[config.mk]
export PLATFORM = sky130hd
export DESIGN_NAME = status_service_request_tree
export DESIGN_NICKNAME = d
export VERILOG_FILES = /design/src/status_service_request_tree.v /design/src/cmd_buffer.v
export VERILOG_INCLUDE_DIRS = /design/src
export SDC_FILE = /design/constraint.sdc
export NUM_CORES = 1
export LEC_CHECK = 0
export ABC_AREA = 0
export BUFFER_PORTS_ARGS = -buffer_cell sky130_fd_sc_hd__buf_4
export CAP_MARGIN = 15
export CORE_ASPECT_RATIO = 0.6
export CORE_UTILIZATION = 63
export DETAILED_ROUTE_END_ITERATION = 12
export GPL_TIMING_DRIVEN = 0
export PLACE_DENSITY = 0.84
export REMOVE_ABC_BUFFERS = 1
export SLEW_MARGIN = 20
export SYNTH_ARGS = -nofsm -noshare
export SYNTH_HDL_FRONTEND = slang
export SYNTH_HIERARCHICAL = 1
export SYNTH_SLANG_ARGS = --single-unit
[constraint.sdc]
create_clock -name i_sys_clk -period 3.27 [get_ports i_sys_clk]
set_input_delay 0.654 -clock i_sys_clk [delete_from_list [all_inputs] [get_ports i_sys_clk]]
set_output_delay 0.654 -clock i_sys_clk [all_outputs]
set_load 0.005 [all_outputs]
[src/status_tree_map.vh]
`ifndef STATUS_TREE_MAP_VH
`define STATUS_TREE_MAP_VH

// Command codes presented on the command port
`define CMD_RST 4'h0
`define CMD_CLS 4'h1
`define CMD_SET_ESE 4'h2
`define CMD_SET_SRE 4'h3
`define CMD_SET_CP_ENAB 4'h4
`define CMD_SET_OPER_ENAB 4'h5
`define CMD_SET_CP_PTR 4'h6
`define CMD_READ_ESR 4'h7
`define CMD_READ_CP_EVENT 4'h8
`define CMD_READ_STB 4'h9
`define CMD_OPC_QUERY 4'hA
`define CMD_READ_CP_COND 4'hB

// Standard event register bits
`define ESR_QUERY_ERR 2
`define ESR_DEV_ERR 3
`define ESR_EXEC_ERR 4
`define ESR_CMD_ERR 5

// Status byte bits
`define STB_STD_SUMMARY 5
`define STB_RQS 6
`define STB_OPER_SUMMARY 7

// Call-processing condition bits
`define CP_ACTIVE 0
`define CP_REGISTER 1
`define CP_UNUSED 2
`define CP_PAGING 3
`define CP_ACCESS 4
`define CP_CONNECTED 5
`define CP_USED_MASK 16'h003B

// Operation condition bit fed by the call-processing summary
`define OPER_CP_SUMMARY 9

// Reset values
`define ESE_RESET 8'h00
`define SRE_RESET 8'h00
`define CP_ENAB_RESET 16'h0000
`define OPER_ENAB_RESET 16'h0000
`define CP_PTR_RESET 16'h0000

// Command buffer geometry
`define CMD_WIDTH 20
`define CMD_DEPTH 16
`define CMD_AW 4

// Instrument reset duration
`define CLK_MHZ 50
`define RESET_TIME_MS 2000
`define RESET_CYCLES (`RESET_TIME_MS * `CLK_MHZ * 1000)

`endif

[src/status_service_request_tree.v]
// Notes on behaviour
// - ESR bits 5,4,3,2: command/exec/device/query errors
// - Std summary when enabled ESR bit set
// - SRE bit7 operation, bit5 standard; raise request
// - Condition bits: connected,access,paging,-,register,active
// - Call summary needs event and enable bit
// - Call summary feeds operation condition bit 9
// - Buffer commands, execute serially in order
// - Completion query answers after prior commands finish
// - Reset command takes seconds; clear-status clears
// - Transition filter passes only selected rises
// - Event bit set on filtered rising condition
// - Reading call event register clears it
`timescale 1ns/1ps
`include "status_tree_map.vh"

module status_service_request_tree #(
  parameter [31:0] RESET_CYCLES = `RESET_CYCLES
) (
  input wire i_sys_clk,
  input wire i_rst_n,
  input wire i_cmd_valid,
  input wire [3:0] i_cmd_code,
  input wire [15:0] i_cmd_data,
  output wire o_cmd_ready,
  output wire o_rsp_valid,
  output wire [15:0] o_rsp_data,
  input wire i_rsp_ready,
  input wire [5:0] i_indicators,
  input wire i_exec_err,
  input wire i_dev_err,
  input wire i_query_err,
  output wire o_srq,
  output wire o_busy
);
  localparam [3:0] S_IDLE = 4'b0001;
  localparam [3:0] S_EXEC = 4'b0010;
  localparam [3:0] S_RESET = 4'b0100;
  localparam [3:0] S_REPLY = 4'b1000;

  reg [3:0] state_reg;
  reg [3:0] state_next;
  reg [`CMD_WIDTH-1:0] cmd_reg;
  reg [31:0] rst_cnt_reg;
  reg [7:0] ese_reg;
  reg [7:0] sre_reg;
  reg [15:0] cp_enab_reg;
  reg [15:0] oper_enab_reg;
  reg [15:0] cp_ptr_reg;
  reg [15:0] cp_cond_reg;
  reg [15:0] cp_prev_reg;
  reg [15:0] cp_event_reg;
  reg [7:0] esr_reg;
  reg [15:0] rsp_data_reg;
  reg rsp_valid_reg;

  wire buf_valid;
  wire [`CMD_WIDTH-1:0] buf_data;
  wire buf_pop;
  wire [3:0] code;
  wire [15:0] data;
  wire std_summary;
  wire cp_summary;
  reg [15:0] oper_cond;
  wire oper_summary;
  reg [7:0] stb_base;
  wire rqs;
  reg [7:0] stb;
  wire [15:0] cp_rise;
  wire do_cls;
  wire do_rst;
  wire rd_esr;
  wire rd_cp_event;
  wire cmd_unknown;
  reg [7:0] esr_set;

  // Commands are queued so the controller can send bursts
  cmd_buffer u_cmd_buffer (
    .i_sys_clk(i_sys_clk),
    .i_rst_n(i_rst_n),
    .i_wr_valid(i_cmd_valid),
    .i_wr_data({i_cmd_code, i_cmd_data}),
    .o_wr_ready(o_cmd_ready),
    .o_rd_valid(buf_valid),
    .o_rd_data(buf_data),
    .i_rd_ready(buf_pop)
  );

  // Pop only while idle, so one command runs at a time
  assign buf_pop = (state_reg == S_IDLE) & buf_valid;

  assign code = cmd_reg[`CMD_WIDTH-1:16];
  assign data = cmd_reg[15:0];
  assign do_rst = (state_reg == S_EXEC) & (code == `CMD_RST);
  assign do_cls = (state_reg == S_EXEC) & (code == `CMD_CLS);
  assign rd_esr = (state_reg == S_EXEC) & (code == `CMD_READ_ESR);
  assign rd_cp_event = (state_reg == S_EXEC) &
                       (code == `CMD_READ_CP_EVENT);
  assign cmd_unknown = (state_reg == S_EXEC) & (code > `CMD_READ_CP_COND);

  function is_query;
    input [3:0] c;
    begin
      is_query = (c == `CMD_READ_ESR) || (c == `CMD_READ_CP_EVENT) ||
                 (c == `CMD_READ_STB) || (c == `CMD_OPC_QUERY) ||
                 (c == `CMD_READ_CP_COND);
    end
  endfunction

  // One group's summary: any event bit whose enable bit is also set
  function any_enabled;
    input [15:0] ev;
    input [15:0] en;
    begin
      any_enabled = |(ev & en);
    end
  endfunction

  // Summary chain toward the status byte
  assign cp_summary = any_enabled(cp_event_reg, cp_enab_reg);
  assign oper_summary = any_enabled(oper_cond, oper_enab_reg);
  assign std_summary = any_enabled({8'h00, esr_reg},
                                   {8'h00, ese_reg});
  // Bit 6 of the enable mask is ignored, so the request cannot feed itself
  assign rqs = |(stb_base & sre_reg & 8'hA0);
  assign o_srq = rqs;

  // Only the call summary drives the operation condition here, so the
  // operation group needs no event latch of its own
  always @* begin
    oper_cond = 16'h0000;
    oper_cond[`OPER_CP_SUMMARY] = cp_summary;
  end

  always @* begin
    stb_base = 8'h00;
    stb_base[`STB_OPER_SUMMARY] = oper_summary;
    stb_base[`STB_STD_SUMMARY] = std_summary;
  end

  always @* begin
    stb = stb_base;
    stb[`STB_RQS] = rqs;
  end

  // Filtered rising edges of the indicator conditions
  assign cp_rise = cp_cond_reg & ~cp_prev_reg & cp_ptr_reg;

  always @* begin
    esr_set = 8'h00;
    esr_set[`ESR_CMD_ERR] = cmd_unknown;
    esr_set[`ESR_EXEC_ERR] = i_exec_err;
    esr_set[`ESR_DEV_ERR] = i_dev_err;
    esr_set[`ESR_QUERY_ERR] = i_query_err;
  end

  always @* begin
    case (state_reg)
      S_IDLE: begin
        if (buf_valid) begin
          state_next = S_EXEC;
        end else begin
          state_next = S_IDLE;
        end
      end
      S_EXEC: begin
        if (code == `CMD_RST) begin
          state_next = S_RESET;
        end else if (is_query(code)) begin
          state_next = S_REPLY;
        end else begin
          state_next = S_IDLE;
        end
      end
      S_RESET: begin
        if (rst_cnt_reg == 32'h0000_0000) begin
          state_next = S_IDLE;
        end else begin
          state_next = S_RESET;
        end
      end
      S_REPLY: begin
        if (i_rsp_ready) begin
          state_next = S_IDLE;
        end else begin
          state_next = S_REPLY;
        end
      end
      default: begin
        state_next = S_IDLE;
      end
    endcase
  end

  always @(posedge i_sys_clk or negedge i_rst_n) begin
    if (!i_rst_n) begin
      state_reg <= S_IDLE;
      cmd_reg <= {`CMD_WIDTH{1'b0}};
      rst_cnt_reg <= 32'h0000_0000;
    end else begin
      state_reg <= state_next;
      if (buf_pop) begin
        cmd_reg <= buf_data;
      end
      if (do_rst) begin
        rst_cnt_reg <= RESET_CYCLES - 32'h0000_0001;
      end else if (state_reg == S_RESET) begin
        rst_cnt_reg <= rst_cnt_reg - 32'h0000_0001;
      end
    end
  end

  // Enable masks and filters; the reset command presets all of them
  always @(posedge i_sys_clk or negedge i_rst_n) begin
    if (!i_rst_n) begin
      ese_reg <= `ESE_RESET;
      sre_reg <= `SRE_RESET;
      cp_enab_reg <= `CP_ENAB_RESET;
      oper_enab_reg <= `OPER_ENAB_RESET;
      cp_ptr_reg <= `CP_PTR_RESET;
    end else if (do_rst) begin
      ese_reg <= `ESE_RESET;
      sre_reg <= `SRE_RESET;
      cp_enab_reg <= `CP_ENAB_RESET;
      oper_enab_reg <= `OPER_ENAB_RESET;
      cp_ptr_reg <= `CP_PTR_RESET;
    end else if (state_reg == S_EXEC) begin
      case (code)
        `CMD_SET_ESE: begin
          ese_reg <= data[7:0];
        end
        `CMD_SET_SRE: begin
          sre_reg <= data[7:0];
        end
        `CMD_SET_CP_ENAB: begin
          cp_enab_reg <= data & `CP_USED_MASK;
        end
        `CMD_SET_OPER_ENAB: begin
          oper_enab_reg <= data;
        end
        `CMD_SET_CP_PTR: begin
          cp_ptr_reg <= data & `CP_USED_MASK;
        end
        default: begin
          ese_reg <= ese_reg;
        end
      endcase
    end
  end

  // Condition tracking and sticky events; a new set beats a clear
  always @(posedge i_sys_clk or negedge i_rst_n) begin
    if (!i_rst_n) begin
      cp_cond_reg <= 16'h0000;
      cp_prev_reg <= 16'h0000;
      cp_event_reg <= 16'h0000;
      esr_reg <= 8'h00;
    end else begin
      cp_cond_reg <= {10'h000, i_indicators} & `CP_USED_MASK;
      cp_prev_reg <= cp_cond_reg;
      if (do_cls || do_rst || rd_cp_event) begin
        cp_event_reg <= cp_rise;
      end else begin
        cp_event_reg <= cp_event_reg | cp_rise;
      end
      if (do_cls || do_rst || rd_esr) begin
        esr_reg <= esr_set;
      end else begin
        esr_reg <= esr_reg | esr_set;
      end
    end
  end

  // Reply register; completion query answers only once it is reached
  always @(posedge i_sys_clk or negedge i_rst_n) begin
    if (!i_rst_n) begin
      rsp_valid_reg <= 1'b0;
      rsp_data_reg <= 16'h0000;
    end else if (state_reg == S_EXEC && is_query(code)) begin
      rsp_valid_reg <= 1'b1;
      case (code)
        `CMD_READ_ESR: begin
          rsp_data_reg <= {8'h00, esr_reg};
        end
        `CMD_READ_CP_EVENT: begin
          rsp_data_reg <= cp_event_reg;
        end
        `CMD_READ_STB: begin
          rsp_data_reg <= {8'h00, stb};
        end
        `CMD_READ_CP_COND: begin
          rsp_data_reg <= cp_cond_reg;
        end
        default: begin
          rsp_data_reg <= 16'h0001;
        end
      endcase
    end else if (state_reg == S_REPLY && i_rsp_ready) begin
      rsp_valid_reg <= 1'b0;
    end
  end

  assign o_rsp_valid = rsp_valid_reg;
  assign o_rsp_data = rsp_data_reg;
  assign o_busy = (state_reg != S_IDLE) | buf_valid;
endmodule

[src/cmd_buffer.v]
`timescale 1ns/1ps
`include "status_tree_map.vh"

module cmd_buffer (
  input wire i_sys_clk,
  input wire i_rst_n,
  input wire i_wr_valid,
  input wire [`CMD_WIDTH-1:0] i_wr_data,
  output wire o_wr_ready,
  output wire o_rd_valid,
  output wire [`CMD_WIDTH-1:0] o_rd_data,
  input wire i_rd_ready
);
  reg [`CMD_WIDTH-1:0] mem [0:`CMD_DEPTH-1];
  reg [`CMD_AW:0] wr_ptr_reg;
  reg [`CMD_AW:0] rd_ptr_reg;
  wire full;
  wire empty;
  wire do_wr;
  wire do_rd;

  assign empty = (wr_ptr_reg == rd_ptr_reg);
  assign full = (wr_ptr_reg[`CMD_AW] != rd_ptr_reg[`CMD_AW]) &&
                (wr_ptr_reg[`CMD_AW-1:0] == rd_ptr_reg[`CMD_AW-1:0]);
  assign o_wr_ready = ~full;
  assign o_rd_valid = ~empty;
  assign o_rd_data = mem[rd_ptr_reg[`CMD_AW-1:0]];
  assign do_wr = i_wr_valid & ~full;
  assign do_rd = i_rd_ready & ~empty;

  // Memory has no reset so it can map onto plain RAM
  always @(posedge i_sys_clk) begin
    if (do_wr) begin
      mem[wr_ptr_reg[`CMD_AW-1:0]] <= i_wr_data;
    end
  end

  always @(posedge i_sys_clk or negedge i_rst_n) begin
    if (!i_rst_n) begin
      wr_ptr_reg <= {(`CMD_AW+1){1'b0}};
      rd_ptr_reg <= {(`CMD_AW+1){1'b0}};
    end else begin
      if (do_wr) begin
        wr_ptr_reg <= wr_ptr_reg + 1'b1;
      end
      if (do_rd) begin
        rd_ptr_reg <= rd_ptr_reg + 1'b1;
      end
    end
  end
endmodule

# Word level (Yosys, flattened, before mapping)

Memory sizes are Yosys's and may differ from the RTL's. A register that Yosys moved wholly into a read port is not among the register bits.
Index checks and enable logic that the tools add are counted.

Register bits: 161
Memory bits (writable): 320
Bits of input ports: 33
Memories kept: 1

Add/subtract/negate cells: 3
Order comparisons: 1
Eq/ne operators: 19
Multiplexer cells: 30
Bitwise logic cells: 20
Reductions and logical operators: 30

Memories:

| name             | depth | bits a word | read ports | clocked after memory_dff | wr ports | line            | RTL |
|---|---|---|---|---|---|---|---|
| u_cmd_buffer.mem | 16    | 20          | 1          | 1                        | 1        | cmd_buffer.v:14 | `` reg [`CMD_WIDTH-1:0] mem [0:`CMD_DEPTH-1]; `` |

Operators by type and width:

| cell                                                                 | count |
|---|---|
| 16-bit 2-to-1 mux                                                    | 10 |
| 32-bit 2-to-1 mux                                                    | 2 |
| 16-bit case mux with 4 select lines                                  | 1 |
| 8-bit 2-to-1 mux                                                     | 7 |
| 16-bit OR reduction                                                  | 3 |
| 16-bit AND                                                           | 2 |
| 32-bit zero test                                                     | 1 |
| 32-bit by 1-bit subtractor with 32-bit output, second input constant | 1 |
| 4-bit by 3-bit == test with 1-bit output, second input constant      | 5 |
| 4-bit == test, second input constant                                 | 5 |
| 10-bit by 16-bit AND with 16-bit output                              | 1 |
| 6-bit by 16-bit AND with 16-bit output                               | 1 |
| 8-bit AND                                                            | 2 |
| 6-bit inverter with 16-bit output                                    | 1 |
| 16-bit bitwise OR                                                    | 1 |
| 4-bit case mux with 4 select lines                                   | 1 |
| 2-bit nonzero test                                                   | 8 |
| 4-bit by 2-bit == test with 1-bit output, second input constant      | 3 |
| 4-bit 2-to-1 mux                                                     | 3 |
| 5-bit by 1-bit adder with 5-bit output, second input constant        | 2 |
| 2-bit AND reduction                                                  | 5 |
| 1-bit AND                                                            | 8 |
| 4-bit by 1-bit == test with 1-bit output, second input constant      | 2 |
| 8-bit by 6-bit bitwise OR with 8-bit output                          | 1 |
| other kinds (15)                                                     | 27 |

# Longest topological paths before layout

Depth after elaboration: 8
Depth in mapped cells: 12

# Modules after synthesis

The synthesis kept the hierarchy.

Modules (own cells, without submodules):

| module                      | times used | cells each | area an instance (um^2) | sequential area each (um^2) |
|---|---|---|---|---|
| cmd_buffer                  | 1          | 576        | 12746.0                 | 9859.5 |
| status_service_request_tree | 1          | 414        | 4503.1                  | 2353.5 |

# Worst setup path before layout

No wires, ideal clock.

Path type: register to register
From: register u_cmd_buffer.rd_ptr_reg[1]
To: memory u_cmd_buffer/mem[13][0] (netlist bit) (enable)
Data arrival time: 2.497 ns
Required time: 2.848 ns
Setup slack: 0.350 ns
Cell stages (with the launch flop): 7
Path buffers: 2
Cells stage by stage: dfrtp_1 -> buf_6 -> xnor2_2 -> nand4_4 -> buf_6 -> nor2_2 -> nor3_1

Longest elaborated chain between the ends: 6

Ends and longest elaborated chain:

| what                   | line            | RTL |
|---|---|---|
| start, declared        | cmd_buffer.v:16 | `` reg [`CMD_AW:0] rd_ptr_reg; `` |
| start signal, assigned | cmd_buffer.v:41 | `` rd_ptr_reg <= {(`CMD_AW+1){1'b0}}; `` |
| start signal, assigned | cmd_buffer.v:47 | `rd_ptr_reg <= rd_ptr_reg + 1'b1;` |
| 4-bit == test          | cmd_buffer.v:24 | `` (wr_ptr_reg[`CMD_AW-1:0] == rd_ptr_reg[`CMD_AW-1:0]); `` |
| 1-bit logical AND      | cmd_buffer.v:23 | `` assign full = (wr_ptr_reg[`CMD_AW] != rd_ptr_reg[`CMD_AW]) && `` |
| 1-bit inverter         | cmd_buffer.v:28 | `assign do_wr = i_wr_valid & ~full;` |
| 1-bit AND              | cmd_buffer.v:28 |  |
| 1-bit 2-to-1 mux       | cmd_buffer.v:33 | `if (do_wr) begin` |
| 1-bit 2-to-1 mux       | cmd_buffer.v:34 | `` mem[wr_ptr_reg[`CMD_AW-1:0]] <= i_wr_data; `` |
| end, declared          | cmd_buffer.v:14 |  |

No other way between the ends.

# Worst setup path after layout

From: register u_cmd_buffer.rd_ptr_reg[2]
To: output port o_busy

Longest elaborated chain between the ends: 3

Ends and longest elaborated chain:

| what                | line                              | RTL |
|---|---|---|
| 5-bit == test       | cmd_buffer.v:22                   | `assign empty = (wr_ptr_reg == rd_ptr_reg);` |
| 1-bit inverter      | cmd_buffer.v:26                   | `assign o_rd_valid = ~empty;` |
| named net buf_valid | status_service_request_tree.v:57  | `wire buf_valid;` |
| 1-bit bitwise OR    | status_service_request_tree.v:305 | `assign o_busy = (state_reg != S_IDLE) \| buf_valid;` |
| end, declared       | status_service_request_tree.v:34  | `output wire o_busy` |

The timed path passes the listed nets, and every way through them passes these cells.

==> results list <==
- Counting the buffers created by CTS gives 26.
* Endpoint arrival time on the critical path: 2.46 ns
- For this run, the detailed router's first-pass iteration total came to 6.
* Final Power: 12400 uW
- Prior to clock tree synthesis, the placed netlist has a worst setup slack of 0.154 ns.
- Cell type of the slowest stage on the worst timing path: dfrtp_4
* Synth-to-Final Area Change: 10.1%
* Clock latency on the worst-skew pair: 0.53 ns
- In this run, the number of DRC markers left after iteration 0 of detailed routing was 793.
* Met2 Wirelength: 11.9 mm
- The first global-routing pass estimated 40.6 mm of wire.
* Synth warn: 6
* Type of element launching the critical path: register
* Die outline area: 0.0205 sq mm
* Global route overflow: 0
- Maximum number of pins on one net before global-route repair: 105
- Once layout is complete, the utilization of the core stands at 71.7%.
- Worst hold path class: in2async
- In this run the critical register-to-register path is launched from state_reg[1].
* Routed wire length per instance: 23.3 um
* Wire length after detailed routing: 25.9 mm
- The die is 184 um wide.
- Via count of the first global-routing pass: 7307
* Uppermost routed layer: met5
- The run finished with clean final reports.
- Maximum capacitance violations: 0
- The worst register-to-register path ends at rst_cnt_reg[29].
* Cell-by-cell trace of the critical path: xnor2_2 -> nand4_4 -> or2_1 -> nand2b_1 -> buf_4
- The cell count after synthesis came out at 806.
- WL met3: 2.25 mm
- Root Buffer Master: clkbuf_16
- Final GP Congestion: 0.842
* Largest fanout on the critical path: 30
- Placed instance area: 0.0130 sq mm
- TritonCTS built the clock tree.
- Setup skew after layout: 0.0174 ns
- Antenna violation net count after detailed routing: 0
* Nature of the critical path endpoint: output port
- Once the floorplan was initialized, standard cells occupied 65.1% of the core.
- Total leakage power: 0.00497 uW
- Highest attainable clock frequency: 321 MHz
- Data on the critical path is required at its endpoint by 2.62 ns.
- After detailed routing, the number of vias per cell comes to 6.59.
- Final worst slack: 0.153 ns
- Worst Reg2Reg Path Length in Cells: 4
- # port buffers: 43
- Post-CTS setup buffer count: 0
- R2r setup slk: 0.23 ns
- The worst setup path is of the reg2out kind.
- CTS built an H-tree with a depth of 1.
- Worst Tran Pin Value: 1.08 ns
- In this run the tightest slew margin relative to its limit is 27.8%.
- Broken down by cell family, the worst path's largest delay share belongs to simple AND/OR/NAND/NOR gates.
- Post-synthesis cell area: 0.0126 sq mm
* Maximum vdd drop: 0.531 mV
* Power per cell area: 895 mW/mm^2
- The finished cells cover 0.0138 sq mm.
- The die is 111 um tall.
- On the worst path, the slowest cell contributes a delay of 0.67 ns.
* Max clock buf depth: 3
- Final min period: 3.12 ns
- Fin Hold WS: 0.211 ns
- Clock-pin slew was measured on the worst setup and hold paths at 0.06 ns.
- Met1 wire length: 11.2 mm
- Fraction of final layout cells sized beyond drive strength 1: 24.4%
- The worst path uses 95.3% of the clock period.
* Residual DRC count: 0
- The detailed router placed 7317 vias in this run.
- Global routing consumed, over all layers together, 26.3% of the routing resources.
- The final hold violation count was 0.
- Sinks on the clock net: 296
* Core box area: 0.0193 sq mm
- Half-perimeter wire length of the detailed placement result: 16.8 mm
- The register with the most flip-flops in the layout has 192 of them.
- Final net count: 865
* Max-slew violation count: 0
- Antenna violations before repair: 1
- Number of standard-cell rows in the floorplan: 39
* Number of I/O pins: 53
* Unrepaired setup endpoints after global routing: false
* WP buf/inv: 1
* N_diodes: 0
* Average cell area after synthesis: 15.6 sq um
- Number of fill cells: 1154
- Setup violations remaining at the end of the flow were counted as 0.
==> worst register-to-register path, stage by stage, from the launching register on <==
cell	delay, ns
dfrtp_1	0.47
nor4b_2	0.95
nand3_1	0.68
nor4b_1	0.58
mux2i_1	0.27
==> repair_timing <==
action	CTS	global route
hold buffers	0	0
setup endpoints to repair	1	0
resized for setup	1	0
==> area by class of cell <==
type                    count  area [sq um]  area share (%)
flip-flops and latches    296          8380            60.6
inverters                  18          67.6           0.489
repair buffers             48           397            2.87
clock buffers              32           704            5.10
multi-input cells         435          3800            27.5
clock inverters            16           148            1.07
well taps                 266           333            2.41
==> layout by cell type, fill, tap and decap left out, drive strengths merged, types with 6 or more instances in the layout <==
| cell | count |
|---|---|
| a21oi | 8 |
| a22o | 7 |
| a32o | 6 |
| and2 | 10 |
| buf | 48 |
| clkbuf | 32 |
| clkinv | 12 |
| dfrtp | 103 |
| edfxtp | 192 |
| ha | 7 |
| inv | 18 |
| mux2 | 28 |
| mux2i | 8 |
| mux4 | 48 |
| nand2 | 43 |
| nand2b | 9 |
| nand3 | 24 |
| nand4 | 12 |
| nor2 | 46 |
| nor3 | 10 |
| nor4 | 14 |
| o21ai | 23 |
| o22ai | 25 |
| o31ai | 12 |
| or3 | 6 |
| or4 | 11 |
| xnor2 | 13 |
| xor2 | 8 |
==> power by group <==
part,internal (uW),switching (uW)
logic,1740,2010
registers,4730,831
clock network,1760,1300
total,8230,4140
==> metal layers <==
layer | up-vias | GRT usage, %
met4 | 2 | 6.17
met1 | 3709 | 40.4
li1 | 3160 | -
met2 | 374 | 39.9
met3 | 72 | 4.91
met5 | - | 0
==> worst max-delay path by stage <==
stage	from	endpoint	slack [ns]	cells past startpoint
3_3_place_gp	u_cmd_buffer/rd_ptr_reg[1]	u_cmd_buffer/mem[12][18]	-1.63	4
3_5_place_dp	u_cmd_buffer/rd_ptr_reg[2]	u_cmd_buffer/rd_ptr_reg[4]	0.15	6
6_report	u_cmd_buffer/rd_ptr_reg[2]	o_busy	0.15	5
4_1_cts	u_cmd_buffer/rd_ptr_reg[2]	o_busy	0.14	5
2_1_floorplan	u_cmd_buffer/rd_ptr_reg[1]	u_cmd_buffer/mem[13][0]	-0.25	4
5_1_grt	u_cmd_buffer/rd_ptr_reg[0]	o_busy	0.04	5
==> through the flow <==
stage,TNS [ns],instances
after detailed placement,0,1063
after global placement,-236.02,1058
after global routing,0,1111
final,0,1111
after floorplan,-11.53,749
after CTS,0,1111
(Power assumes the default switching activity.)
